[src/mpt_map.vh]
// constants for the match based pwm timer
`ifndef MPT_MAP_VH
`define MPT_MAP_VH
`define MPT_CNT_W        32
`define MPT_NUM_MATCH    7
`define MPT_PERIOD_IDX   0
`define MPT_ACT_W        3
`define MPT_ACT_INT_BIT  0
`define MPT_ACT_RST_BIT  1
`define MPT_ACT_STOP_BIT 2
`define MPT_PCLK_DIV_DEF 2'h0
`define MPT_PCLK_DIV1    2'h1
`define MPT_PCLK_DIV2    2'h2
`define MPT_PCLK_DIV4    2'h0
`endif

[src/mpt_clk_div.v]
// peripheral clock enable divider from the processor clock
`timescale 1ns/1ns
`default_nettype none
`include "mpt_map.vh"
module mpt_clk_div
(
	input  wire       clk_sys,
	input  wire       rst_n,
	input  wire [1:0] div_sel,
	output reg        pclk_en_r
);
	reg  [1:0] cnt_r;
	reg  [1:0] limit;
	always @*
	begin
		if (div_sel == `MPT_PCLK_DIV1)
			limit = 2'h0;
		else if (div_sel == `MPT_PCLK_DIV2)
			limit = 2'h1;
		else
			limit = 2'h3;
	end
	// ============================================================
	// divider, quarter rate after reset
	always @(posedge clk_sys)
	begin
		if (!rst_n)
		begin
			cnt_r     <= 2'h0;
			pclk_en_r <= 1'b0;
		end
		else if (cnt_r >= limit)
		begin
			cnt_r     <= 2'h0;
			pclk_en_r <= 1'b1;
		end
		else
		begin
			cnt_r     <= cnt_r + 2'h1;
			pclk_en_r <= 1'b0;
		end
	end
endmodule // mpt_clk_div
`default_nettype wire

[src/mpt_pwm_timer.v]
// match based pwm timer top
// Operation
// - 32-bit counter advanced by peripheral clock through programmable 32-bit prescaler.
// - seven match registers compared to counter drive actions and pwm edges.
// - a match may let the counter continue, optional interrupt.
// - a match may stop the counter, optional interrupt.
// - a match may clear the counter, optional interrupt.
// - in pwm mode period match resets the counter; all outputs share that rate.
// - single-edge output uses one match register for its falling edge.
// - single-edge outputs rise on period match unless constantly low.
// - double-edge output: one match rises, one falls; either order.
// - up to six single-edge, three double-edge, or a mix.
// - period and widths are any whole number of counts.
// - new match values act only after release; in pwm mode only at cycle start.
// - without pwm enable the block is a plain match timer.
// - peripheral clock divided from processor clock, quarter rate after reset.
`timescale 1ns/1ns
`default_nettype none
`include "mpt_map.vh"
module mpt_pwm_timer
#(
	parameter CW = `MPT_CNT_W,
	parameter NM = `MPT_NUM_MATCH
)
(
	input  wire                   clk_sys,
	input  wire                   rst_n,
	input  wire [1:0]             pclk_div_sel,
	input  wire                   cnt_enable,
	input  wire                   cnt_reset,
	input  wire                   pwm_enable,
	input  wire [CW-1:0]          prescale_limit,
	input  wire [NM*CW-1:0]       match_value,
	input  wire [NM*3-1:0]        match_action,
	input  wire [NM-1:0]          match_release,
	input  wire [NM-1:0]          pwm_out_enable,
	input  wire [NM-1:0]          pwm_double_sel,
	input  wire [NM-1:0]          match_flag_clear,
	output reg  [CW-1:0]          count_r,
	output reg  [CW-1:0]          prescale_count_r,
	output reg  [NM-1:0]          match_flag_r,
	output reg                    int_r,
	output reg                    cnt_running_r,
	output reg  [NM-1:0]          pwm_out_r
);
	// ============================================================
	// shadow and live match values
	reg  [CW-1:0] shadow_r [0:NM-1];
	reg  [CW-1:0] live_r   [0:NM-1];
	reg  [NM-1:0] pending_r;
	wire          pclk_en;
	reg  [NM-1:0] hit;
	reg           tick;
	reg           do_rst;
	reg           do_stop;
	reg  [NM-1:0] pwm_nxt;
	reg           stop_hold_r;
	integer       i;
	integer       j;
	integer       m;

	mpt_clk_div u_div
	(
		.clk_sys   (clk_sys),
		.rst_n     (rst_n),
		.div_sel   (pclk_div_sel),
		.pclk_en_r (pclk_en)
	);

	// ============================================================
	// helper functions
	function [CW-1:0] inc;
		input [CW-1:0] v;
		begin
			inc = v + {{(CW-1){1'b0}}, 1'b1};
		end
	endfunction

	function act_bit;
		input [NM*3-1:0] act;
		input integer    idx;
		input integer    bitn;
		begin
			act_bit = act[idx*3+bitn];
		end
	endfunction

	// ============================================================
	// match compare and counter actions
	always @*
	begin
		tick    = pclk_en && cnt_running_r && (prescale_count_r >= prescale_limit);
		do_rst  = 1'b0;
		do_stop = 1'b0;
		// hits only on a tick, so a halted counter raises no new flags
		for (i = 0; i < NM; i = i + 1)
		begin
			hit[i] = tick && (count_r == live_r[i]);
			// continue is the default when neither reset nor stop is set
			if (hit[i] && act_bit(match_action, i, `MPT_ACT_RST_BIT))
				do_rst = 1'b1;
			if (hit[i] && act_bit(match_action, i, `MPT_ACT_STOP_BIT))
				do_stop = 1'b1;
		end
		// in pwm mode the period register always wraps the cycle
		if (pwm_enable && hit[`MPT_PERIOD_IDX])
			do_rst = 1'b1;
	end

	// ============================================================
	// pwm edges; double output n uses match n-1 to rise and n to fall
	always @*
	begin
		pwm_nxt = pwm_out_r;
		for (j = 1; j < NM; j = j + 1)
		begin
			if (!pwm_enable || !pwm_out_enable[j])
				pwm_nxt[j] = 1'b0;
			else if (pwm_double_sel[j])
			begin
				// fall wins on a tie so equal edges give a low output
				if (hit[j])
					pwm_nxt[j] = 1'b0;
				else if (hit[j-1])
					pwm_nxt[j] = 1'b1;
			end
			else
			begin
				// a falling match of zero keeps the output constantly low
				if (hit[j])
					pwm_nxt[j] = 1'b0;
				else if (hit[`MPT_PERIOD_IDX] && live_r[j] != {CW{1'b0}})
					pwm_nxt[j] = 1'b1;
			end
		end
		pwm_nxt[0] = 1'b0;
	end

	// ============================================================
	// registers
	always @(posedge clk_sys)
	begin
		if (!rst_n)
		begin
			count_r          <= {CW{1'b0}};
			prescale_count_r <= {CW{1'b0}};
			match_flag_r     <= {NM{1'b0}};
			int_r            <= 1'b0;
			cnt_running_r    <= 1'b0;
			pwm_out_r        <= {NM{1'b0}};
			pending_r        <= {NM{1'b0}};
			stop_hold_r      <= 1'b0;
			for (m = 0; m < NM; m = m + 1)
			begin
				shadow_r[m] <= {CW{1'b0}};
				live_r[m]   <= {CW{1'b0}};
			end
		end
		else
		begin
			// clear beats a tick so software always reads a clean zero
			if (cnt_reset)
			begin
				count_r          <= {CW{1'b0}};
				prescale_count_r <= {CW{1'b0}};
			end
			else if (pclk_en && cnt_running_r)
			begin
				if (tick)
				begin
					prescale_count_r <= {CW{1'b0}};
					if (do_rst)
						count_r <= {CW{1'b0}};
					else
						count_r <= inc(count_r);
				end
				else
					prescale_count_r <= inc(prescale_count_r);
			end
			// stop latches until the enable drops, else it would only pause a tick
			if (!cnt_enable)
				stop_hold_r <= 1'b0;
			else if (do_stop)
				stop_hold_r <= 1'b1;
			if (do_stop || stop_hold_r)
				cnt_running_r <= 1'b0;
			else
				cnt_running_r <= cnt_enable;
			// set wins over clear; every match flag is sticky
			match_flag_r <= (match_flag_r & ~match_flag_clear) | hit;
			int_r <= |(((match_flag_r & ~match_flag_clear) | hit) & intmask(match_action));
			pwm_out_r <= pwm_nxt;
			for (m = 0; m < NM; m = m + 1)
			begin
				// released value waits for the cycle start in pwm mode, so no runt pulse
				if (match_release[m])
				begin
					shadow_r[m]  <= match_value[m*CW +: CW];
					pending_r[m] <= 1'b1;
				end
				else if (pending_r[m] && (!pwm_enable || do_rst))
				begin
					live_r[m]    <= shadow_r[m];
					pending_r[m] <= 1'b0;
				end
			end
		end
	end

	// ============================================================
	// interrupt enables gathered from the action fields
	function [NM-1:0] intmask;
		input [NM*3-1:0] act;
		integer k;
		begin
			for (k = 0; k < NM; k = k + 1)
				intmask[k] = act[k*3+`MPT_ACT_INT_BIT];
		end
	endfunction
endmodule // mpt_pwm_timer
`default_nettype wire

[config.mk]
export PLATFORM = sky130hd
export DESIGN_NAME = mpt_pwm_timer
export DESIGN_NICKNAME = d
export VERILOG_FILES = /design/src/mpt_clk_div.v /design/src/mpt_pwm_timer.v
export VERILOG_INCLUDE_DIRS = /design/src /design/src/src
export SDC_FILE = /design/constraint.sdc
export NUM_CORES = 1
export LEC_CHECK = 0
export ABC_AREA = 1
export BUFFER_PORTS_ARGS = -buffer_cell sky130_fd_sc_hd__buf_4
export CORE_ASPECT_RATIO = 0.7
export CORE_MARGIN = 2
export CORE_UTILIZATION = 40
export DETAILED_ROUTE_END_ITERATION = 12
export GPL_TIMING_DRIVEN = 0
export PLACE_DENSITY = 0.62
export REMOVE_ABC_BUFFERS = 1
export SYNTH_ARGS = -nofsm -noshare
export SYNTH_HDL_FRONTEND = slang
export SYNTH_SLANG_ARGS = --single-unit
[constraint.sdc]
create_clock -name clk_sys -period 8.1 [get_ports clk_sys]
set_input_delay 0.405 -clock clk_sys [delete_from_list [all_inputs] [get_ports clk_sys]]
set_output_delay 0.405 -clock clk_sys [all_outputs]
set_load 0.01 [all_outputs]
# Yosys cells after proc, flatten, opt, wreduce, memory -nomap -nowiden
# Memories as Yosys holds them, arrays and structs flattened.
# Index checks and enable logic that the tools add are counted.
[classes]
addsub = 3
n_lt_le_gt_ge = 2
eq_ne = 15
n_mux = 128
bitwise_logic = 19
n_reduce_logical = 89
[op_table]
columns = ["op", "n"]
rows = [
  ["$mux 32", 16],
  ["$eq 32x32->1", 7],
  ["$reduce_bool 32->1", 6],
  ["$mux 1", 110],
  ["$add 32x1->32 const B", 2],
  ["$logic_and 1x1->1", 37],
  ["$ge 32x32->1", 1],
  ["$ne 3x1->1 const B", 6],
  ["$reduce_bool 3->1", 6],
  ["$reduce_or 2->1", 9],
  ["$reduce_and 2->1", 8],
  ["$and 7x7->7", 2],
  ["$or 1x1->1", 14],
  ["$reduce_bool 2->1", 7],
  ["$logic_or 1x1->1", 8],
  ["$logic_not 1->1", 7],
  ["$not 7->7", 1],
  ["$or 7x7->7", 1],
  ["$reduce_or 7->1", 1],
  ["$mux 2", 2],
  ["$add 2x1->2 const B", 1],
  ["$eq 2x1->1 const B", 1],
  ["$eq 2x2->1 const B", 1],
  ["$ge 2x2->1", 1],
  ["$not 1->1", 1],
]
[word_totals]
ff_bits = 91
ramBits = 448
inputBits = 312
out_inout_bits = 80
elab_cells = 280
mem_count = 2
[mem_list]
columns = ["name", "depth", "width", "read_ports", "rd_ports_with_merged_regs", "wr", "line_no", "text"]
rows = [
  ["live_r", 7, 32, 7, 0, 7, "mpt_pwm_timer.v:49", "reg [CW-1:0] live_r [0:NM-1];"],
  ["shadow_r", 7, 32, 7, 0, 7, "mpt_pwm_timer.v:48", "reg [CW-1:0] shadow_r [0:NM-1];"],
]

# Logic depth before layout (Yosys ltp)
# Gate-level depths: netlist of the first run.
[logic_depth]
word_depth = 19
mapped_depth = 21
ltp_nobuf = 20

# Cells and area by module
# From an unflattened synthesis of the first run, not the netlist that was laid out.
[hier_totals]
hier_cells = 2773
hier_area_um2 = 26426.6
[by_module_without_submodules]
columns = ["module", "n_inst", "cells_each", "area_each_um2", "seq_area_each_um2"]
rows = [
  ["mpt_pwm_timer", 1, 2752, 26263.9, 15194.6],
  ["mpt_clk_div", 1, 21, 162.7, 60.1],
]

# Least setup slack after synthesis of the first run
# No wires, ideal clock.
[synth_timing]
kind = "register to register"
startpoint = "register prescale_count_r[23]"
endpoint = "memory live_r[6][0] (netlist name) (enable)"
setup_ps = 478
t_arrival_ps = 2713
required_time_ps = 7622
setup_slack_ps = 4909
stages_incl_launch_ff = 14
n_path_buf = 1
synth_period_minus_slack_ps = 3191
path_cell_list = "dfxtp_1 ha_1 a21oi_1 o21a_1 nand2_1 a21oi_1 nand2_2 nand4_1 nand2_1 nor2_2 nand3_4 buf_4 nand3_1 nand2_1"
[synth_lines]
columns = ["element", "line_no", "text"]
rows = [
  ["start: declaration", "mpt_pwm_timer.v:40", "output reg [CW-1:0] prescale_count_r,"],
  ["start signal: assignment", "mpt_pwm_timer.v:146", "prescale_count_r <= {CW{1'b0}};"],
  ["start signal: assignment", "mpt_pwm_timer.v:165", "prescale_count_r <= {CW{1'b0}};"],
  ["start signal: assignment", "mpt_pwm_timer.v:171", "prescale_count_r <= {CW{1'b0}};"],
  ["end: declaration", "mpt_pwm_timer.v:49", ""],
]

==> reports/qor.csv, run 1 <==
stage;metric;value;unit
routing;via count;18700;
critical_path;kind of critical path;reg -> reg;
global_route;GR Overflow Total;0;
global_route;met3 usage;0.0494;
critical_path;crit-path cells;xnor2_1, nand4_1, nor2_1, nand2_1, nor2_2, nand3_2, nor2_2, nor2_2, nand3_4, nand2_1, nand2_1;
critical_path;critical path fanouts, max;32;
yosys;YS warnings;0;
global_route;vias in the first global route;18500;
yosys;Async SR Flop Fraction;0;
final_layout;layout cells sized above 1;0.185;
yosys;post-synth top area share;0.514;
sta;RSZ-0062 raised after global routing;false;
critical_path;Worst Path Arrival;4770;ps
pwr;P per Cell Area;201;mW/mm^2
sta;Max Slew Vio Count;0;
pwr;maximum VDD drop;156;uV
global_route;grt peak-use layer;met2;
routing;routed vias/inst;4.68;
sta;Fin. Hold Viols;0;
clock_network;CTS tree;done;
yosys;Synth Area per Inst;9.67;um^2
yosys;post-synthesis sequential area ratio;0.583;
sta;worst slew pin tran;1340;ps
global_route;first-pass GRT wire length;105000;um
final_layout;ant diodes;0;
place;I/O Buffers;388;
clock_network;later-pin clock latency in the skew report;590;ps
global_route;largest net degree at the start of global routing;97;
yosys;Synth Register Bits;538;
routing;Final ANT Viol Nets;0;
clock_network;Longest Clk Path Bufs;3;
place;Placed Cells;3883;
place;post-DP HPWL;50100;um
yosys;Synth area leader;edfxtp_1;
floorplan;boundary pin count;392;
global_route;initial antenna violation count;7;
clock_network;H-tree depth;2;
critical_path;Worst Path Required;8300;ps
floorplan;Starting Density;0.404;
yosys;Synth cell types;47;
floorplan;die span in x;310;um
routing;initial drt markers;1342;
sta;worst clock skew;17.5;ps
yosys;Post-synth EDFFs;448;
yosys;Cell Area, Synth;0.0262;mm^2
yosys;Commonest cells post-synth;594 x inv_1, 543 x nor2_1, 448 x edfxtp_1, 272 x nand2_1, 164 x xnor2_1;
floorplan;CORE AREA;0.0647;mm^2
run_status;status;finished, final reports clean;
clock_network;CTS clk-pin slew, worst paths;60;ps
sta;Worst Hold Margin;59.6;ps
floorplan;Die Span Y;218;um
critical_path;Startpoint Class;flip-flop;
clock_network;post-CTS resize count;0;
worst_hold_path;Min-Delay Path Class;in -> reg;
sta;Worst slew margin;0.107;
sta;post-layout min period;4580;ps
routing;Initial DRT Pass Iterations;5;
routing;detailed-route DRC error count;0;
yosys;Post-Syn Instances;2706;
sta;Max Clk Rate;0.219;GHz
routing;Avg WL per Cell;17.6;um
global_route;Tot GR Track Use;0.208;
clock_network;total CTS buffers;54;
sta;Final period util;0.565;
floorplan;Rows;78;
yosys;ranking of synthesized cells by area;edfxtp_1 51%, inv_1 8.5%, nor2_1 7.8%, dfxtp_1 6.9%, xnor2_1 5.5%;
place;routability congestion estimate from global placement;0.839;
yosys;most numerous cell in the Yosys netlist;inv_1;
floorplan;Die Area;0.0675;mm^2
final_layout;post-route insts no fill;3989;
pwr;Static Leak;0.0140;uW
routing;Total Wirelength;70400;um
global_route;GRT met1 Usage;0.262;
job;number of max-cap violations;0;
sta;Final setup viols;0;
critical_path;CP max-delay cell;dfxtp_1;
final_layout;synth-to-layout area growth;20.3;%
global_route;global-route met2 utilization;0.355;
critical_path;Max stage delay on crit path;1190;ps
final_layout;Post-layout nets;3412;
clock_network;clk root buf;clkbuf_16;
clock_network;clock sinks;538;
sta;total negative slack;0;ps
yosys;dominant synthesized flop cell;edfxtp_1;
critical_path;Crit. End Element;flip-flop;
[logic make-up (layout without fill, tap and decap cells)]
group                    after synthesis  count (layout)  share of synthesized area
XOR/XNOR                             241             241                     0.0807
flip-flops                           538             538                      0.583
buffers and inverters                687            1090                      0.110
adder cells (fa/ha/maj)               37              37                     0.0177
other                                  1               1                   0.000143
AND/OR/NAND/NOR                     1117            1117                      0.189
AO/OA/AOI/OAI                         85              85                     0.0192
[metal layers]
metal | part of all wire | vias to the layer above
met5 | 0.0011 | -
met3 | 0.068 | 139
met1 | 0.42 | 8792
met2 | 0.48 | 549
met4 | 0.029 | 12
li1 | - | 9180
[sequential cells by signal, indices dropped and copies added (netlist names)]
| name | count |
|---|---|
| u_div.cnt_r | 2 |
| u_div.pclk_en_r | 1 |
| pwm_out_r | 6 |
| count_r | 32 |
| match_flag_r | 7 |
| live_r | 224 |
| int_r | 1 |
| cnt_running_r | 1 |
| prescale_count_r | 32 |
| pending_r | 7 |
| shadow_r | 224 |
| stop_hold_r | 1 |
[final timing paths]
kind                            cells after the start                           to  slack [ps]                       from
worst min register to register                      1    u_div.cnt_r[0]$_SDFF_PP0_         460  u_div.cnt_r[0]$_SDFF_PP0_
worst max register to register                     11  live_r[1][15]$_SDFFCE_PN0P_        3520   count_r[21]$_SDFFE_PP0P_
worst min-delay path                                3    pwm_out_r[2]$_SDFFE_PP0P_          60          pwm_out_enable[2]
worst max-delay path                               11  live_r[1][15]$_SDFFCE_PN0P_        3520   count_r[21]$_SDFFE_PP0P_
[cell type report]
class	count	area [um^2]
fill	5983	33200
timing repair buffer	392	2990
clock inverter	28	355
inverter	596	2240
clock buffer	74	1510
tap	880	1100
multi-input combinational	1481	8030
sequential	538	15300
[power breakdown]
| part | leakage [uW] | total, uW | internal, uW | switching (uW) |
|---|---|---|---|---|
| Sequential | 0.00547 | 3250 | 3180 | 70.5 |
| Clock | 0.000896 | 2630 | 1560 | 1070 |
| Combinational | 0.00768 | 448 | 203 | 245 |
[repair_timing]
item | 4_1_cts | 5_1_grt
buffers inserted | 0 | 0
hold buffers | 1 | 0
setup endpoints to repair | 0 | 0
endpoints found under the hold margin | 1 | 0
[per-stage QoR]
step | power [uW] | cell area (um^2) | util | setup WS (ps)
after floorplan | 3530 | 25500 | - | 4880
after global placement | 3740 | 29500 | 0.456 | 3590
after detailed placement | 3750 | 29500 | 0.456 | 3500
after CTS | 6380 | 31400 | 0.485 | 3480
after global routing | 6560 | 31500 | 0.487 | 3340
final | 6330 | 31500 | 0.487 | 3520
[cell usage in the layout (no fill, tap or decap), types with 15 or more instances in the layout]
cell type,n
ha_1,37
nor2_1,543
nand3_1,50
a21oi_1,30
xnor2_1,164
clkbuf_16,57
clkbuf_1,15
o21ai_0,26
edfxtp_1,448
nor4_1,37
buf_4,388
dfxtp_1,90
nor2_2,66
xor2_1,77
inv_1,594
nand2_1,270
nor3_1,41
nand4_1,72
[worst max-delay path, delay by kind of cell, from the launching register on]
kind,cells,cell delay (ps)
AND/OR/NAND/NOR,10,2740
XOR/XNOR,1,210
flip-flops,1,1190
Note: power is estimated with default switching activity, not from simulation.
==> run 2: changes to the inputs <==
==> constraint.sdc (replaced) <==
create_clock -name clk_sys -period 4.3 [get_ports clk_sys]
set_input_delay 0.215 -clock clk_sys [delete_from_list [all_inputs] [get_ports clk_sys]]
set_output_delay 0.215 -clock clk_sys [all_outputs]
set_load 0.01 [all_outputs]
==> reports/qor.csv, run 2 (same netlist as run 1, synthesis figures left out) <==
stage;metric;value;unit;change
critical_path;crit-path cells;xnor2_1, nand4_1, nor2_1, nand2_1, nor2_1, nand3_1, o21ai_0, nand2_1, nand2_1, dlygate4sd3_1, nor2_1, a21oi_1;;was xnor2_1, nand4_1, nor2_1, nand2_1, nor2_2, nand3_2, nor2_2, nor2_2, nand3_4, nand2_1, nand2_1
sta;Final period util;0.975;;was 0.565
final_layout;commonest non-fill, non-tap cells in the layout;594 x inv_1, 543 x nor2_1, 448 x edfxtp_1, 388 x buf_4, 265 x nand2_1;;was 594 x inv_1, 543 x nor2_1, 448 x edfxtp_1, 388 x buf_4, 270 x nand2_1
pwr;Logic pwr share;0.085;;was 0.071
sta;Fin. Hold Viols;0;;unchanged
routing;Total Wirelength;74100;um;was 70400 um
critical_path;Crit path max-delay family;simple AND/OR/NAND/NOR gates;;unchanged
pwr;Static Leak;0.0150;uW;was 0.0140 uW
clock_network;clk root buf;clkbuf_16;;unchanged
pwr;NetSw;2660;uW;was 1390 uW
global_route;initial antenna violation count;11;;was 7
final_layout;Post-layout nets;3657;;was 3412
run_status;status;finished, final reports clean;;unchanged
global_route;vias in the first global route;19900;;was 18500
sta;RSZ-0062 raised after global routing;true;;was false
routing;Avg WL per Cell;17.5;um;was 17.6 um
routing;via count;19800;;was 18700
sta;Max Slew Vio Count;0;;unchanged
clock_network;later-pin clock latency in the skew report;600;ps;was 590 ps
critical_path;CP max-delay cell;dfxtp_1;;unchanged
final_layout;layout cells sized above 1;0.174;;was 0.185
clock_network;Setup Buffers After CTS;0;;unchanged
floorplan;die span in x;310;um;unchanged
pwr;Switching Share;0.220;;was 0.219
sta;Final setup viols;0;;unchanged
sta;Max Clk Rate;0.239;GHz;was 0.219 GHz
place;DP Worst Slack;-304;ps;was 3500 ps
routing;Final ANT Viol Nets;0;;unchanged
clock_network;total CTS buffers;54;;unchanged
job;number of max-cap violations;0;;unchanged
pwr;part of the power in registers;0.505;;was 0.513
worst_hold_path;Min-Delay Path Class;in -> reg;;unchanged
global_route;Tot GR Track Use;0.220;;was 0.208
routing;Initial DRT Pass Iterations;5;;unchanged
pwr;Overall Power;12100;uW;was 6330 uW
pwr;internal power;9440;uW;was 4940 uW
critical_path;Crit. End Element;flip-flop;;unchanged
floorplan;Rows;78;;unchanged
routing;detailed-route DRC error count;0;;unchanged
pwr;clock power share;0.410;;was 0.416
clock_network;CTS clk-pin slew, worst paths;60;ps;about the same
critical_path;Max stage delay on crit path;1110;ps;was 1190 ps
final_layout;final core occ;0.525;;was 0.487
pwr;P per Cell Area;357;mW/mm^2;was 201 mW/mm^2
sta;setup ws final;108;ps;was 3520 ps
critical_path;WP buf/inv;1;;was 0
floorplan;boundary pin count;392;;unchanged
sta;Worst slew margin;0.121;;was 0.107
floorplan;Die Area;0.0675;mm^2;unchanged
clock_network;clock sinks;538;;unchanged
floorplan;CORE AREA;0.0647;mm^2;unchanged
clock_network;Longest Clk Path Bufs;3;;unchanged
routing;initial drt markers;1304;;was 1342
global_route;GR Overflow Total;0;;unchanged
place;routability congestion estimate from global placement;0.839;;unchanged
clock_network;H-tree depth;2;;unchanged
sta;worst slew pin tran;1310;ps;was 1340 ps
sta;worst clock skew;18.8;ps;was 17.5 ps
sta;post-layout min period;4190;ps;was 4580 ps
global_route;largest net degree at the start of global routing;97;;unchanged
routing;routed vias/inst;4.68;;about the same
final_layout;Largest regs;live_r x224, shadow_r x224;;unchanged
critical_path;kind of critical path;reg -> reg;;unchanged
final_layout;synth-to-layout area growth;29.7;%;was 20.3%
sta;total negative slack;0;ps;unchanged
place;I/O Buffers;388;;unchanged
floorplan;Starting Density;0.404;;unchanged
critical_path;Worst Path Required;4810;ps;was 8300 ps
global_route;first-pass GRT wire length;111000;um;was 105000 um
critical_path;Startpoint Class;flip-flop;;unchanged
critical_path;Worst Path Arrival;4700;ps;was 4770 ps
final_layout;leading cell type in the layout, fill and taps excluded;inv_1;;unchanged
clock_network;CTS tree;done;;unchanged
floorplan;Die Span Y;218;um;unchanged
place;post-DP HPWL;50100;um;unchanged
pwr;maximum VDD drop;295;uV;was 156 uV
critical_path;critical path fanouts, max;11;;was 32
==> run 2: worst paths after layout <==
path	startpoint	to	slack, ps	depth (start not counted)
max	count_r[2]$_SDFFE_PP0P_	int_r$_SDFF_PN0_	110	12
min	match_action[17]	cnt_running_r$_SDFF_PP0_	40	6
max reg2reg	count_r[2]$_SDFFE_PP0P_	int_r$_SDFF_PN0_	110	12
min reg2reg	u_div.cnt_r[0]$_SDFF_PP0_	u_div.cnt_r[0]$_SDFF_PP0_	460	1
==> run 2: worst reg2reg max path: stages (launching register included) <==
cell and delay, ps:
dfxtp_1 1110, xnor2_1 210, nand4_1 130, nor2_1 180, nand2_1 120, nor2_1 350
nand3_1 700, o21ai_0 400, nand2_1 110, nand2_1 80, dlygate4sd3_1 550, nor2_1 50
a21oi_1 130
==> run 2: cell type report <==
| type | count | area (um^2) |
|---|---|---|
| well taps | 880 | 1100 |
| fillers | 5688 | 30800 |
| repair buffers | 637 | 5410 |
| clock inverters | 28 | 355 |
| inverters | 596 | 2240 |
| diodes | 5 | 12.5 |
| flip-flops and latches | 538 | 15300 |
| clock buffers | 74 | 1510 |
| multi-input cells | 1481 | 8060 |
==> run 2: metal layers <==
layer | up-vias | global-route usage | part of all wire
met4 | 12 | 0.0898 | 0.039
li1 | 9682 | - | -
met2 | 615 | 0.374 | 0.48
met1 | 9331 | 0.271 | 0.41
met3 | 185 | 0.0474 | 0.066
met5 | - | 0 | 0.0012
==> run 2: repair_timing <==
| item | in CTS | in global routing |
|---|---|---|
| hold buffers | 249 | 0 |
| endpoints found under the setup margin | 224 | 207 |
| endpoints found under the hold margin | 240 | 0 |
| cloned | 0 | 0 |
| resized for setup | 7 | 9 |
| pin swaps | 0 | 0 |
==> run 2: metrics by stage <==
step	hold slack, ps	instances	cell area (um^2)
after floorplan	321	2615	25500
after global placement	423	3883	29500
after detailed placement	425	3883	29500
after CTS	6.71	4234	33900
after global routing	35.1	4238	33900
final	38.3	4239	33900
==> run 2: power by group through the flow <==
stage | registers [uW] | clock network (uW) | logic [uW]
6_report | 6110 | 4960 | 1030
5_1_grt | 6150 | 5260 | 1140
4_1_cts | 6120 | 5050 | 1030
3_5_place_dp | 6230 | 0 | 842
3_3_place_gp | 6220 | 0 | 821
2_1_floorplan | 6190 | 0 | 461
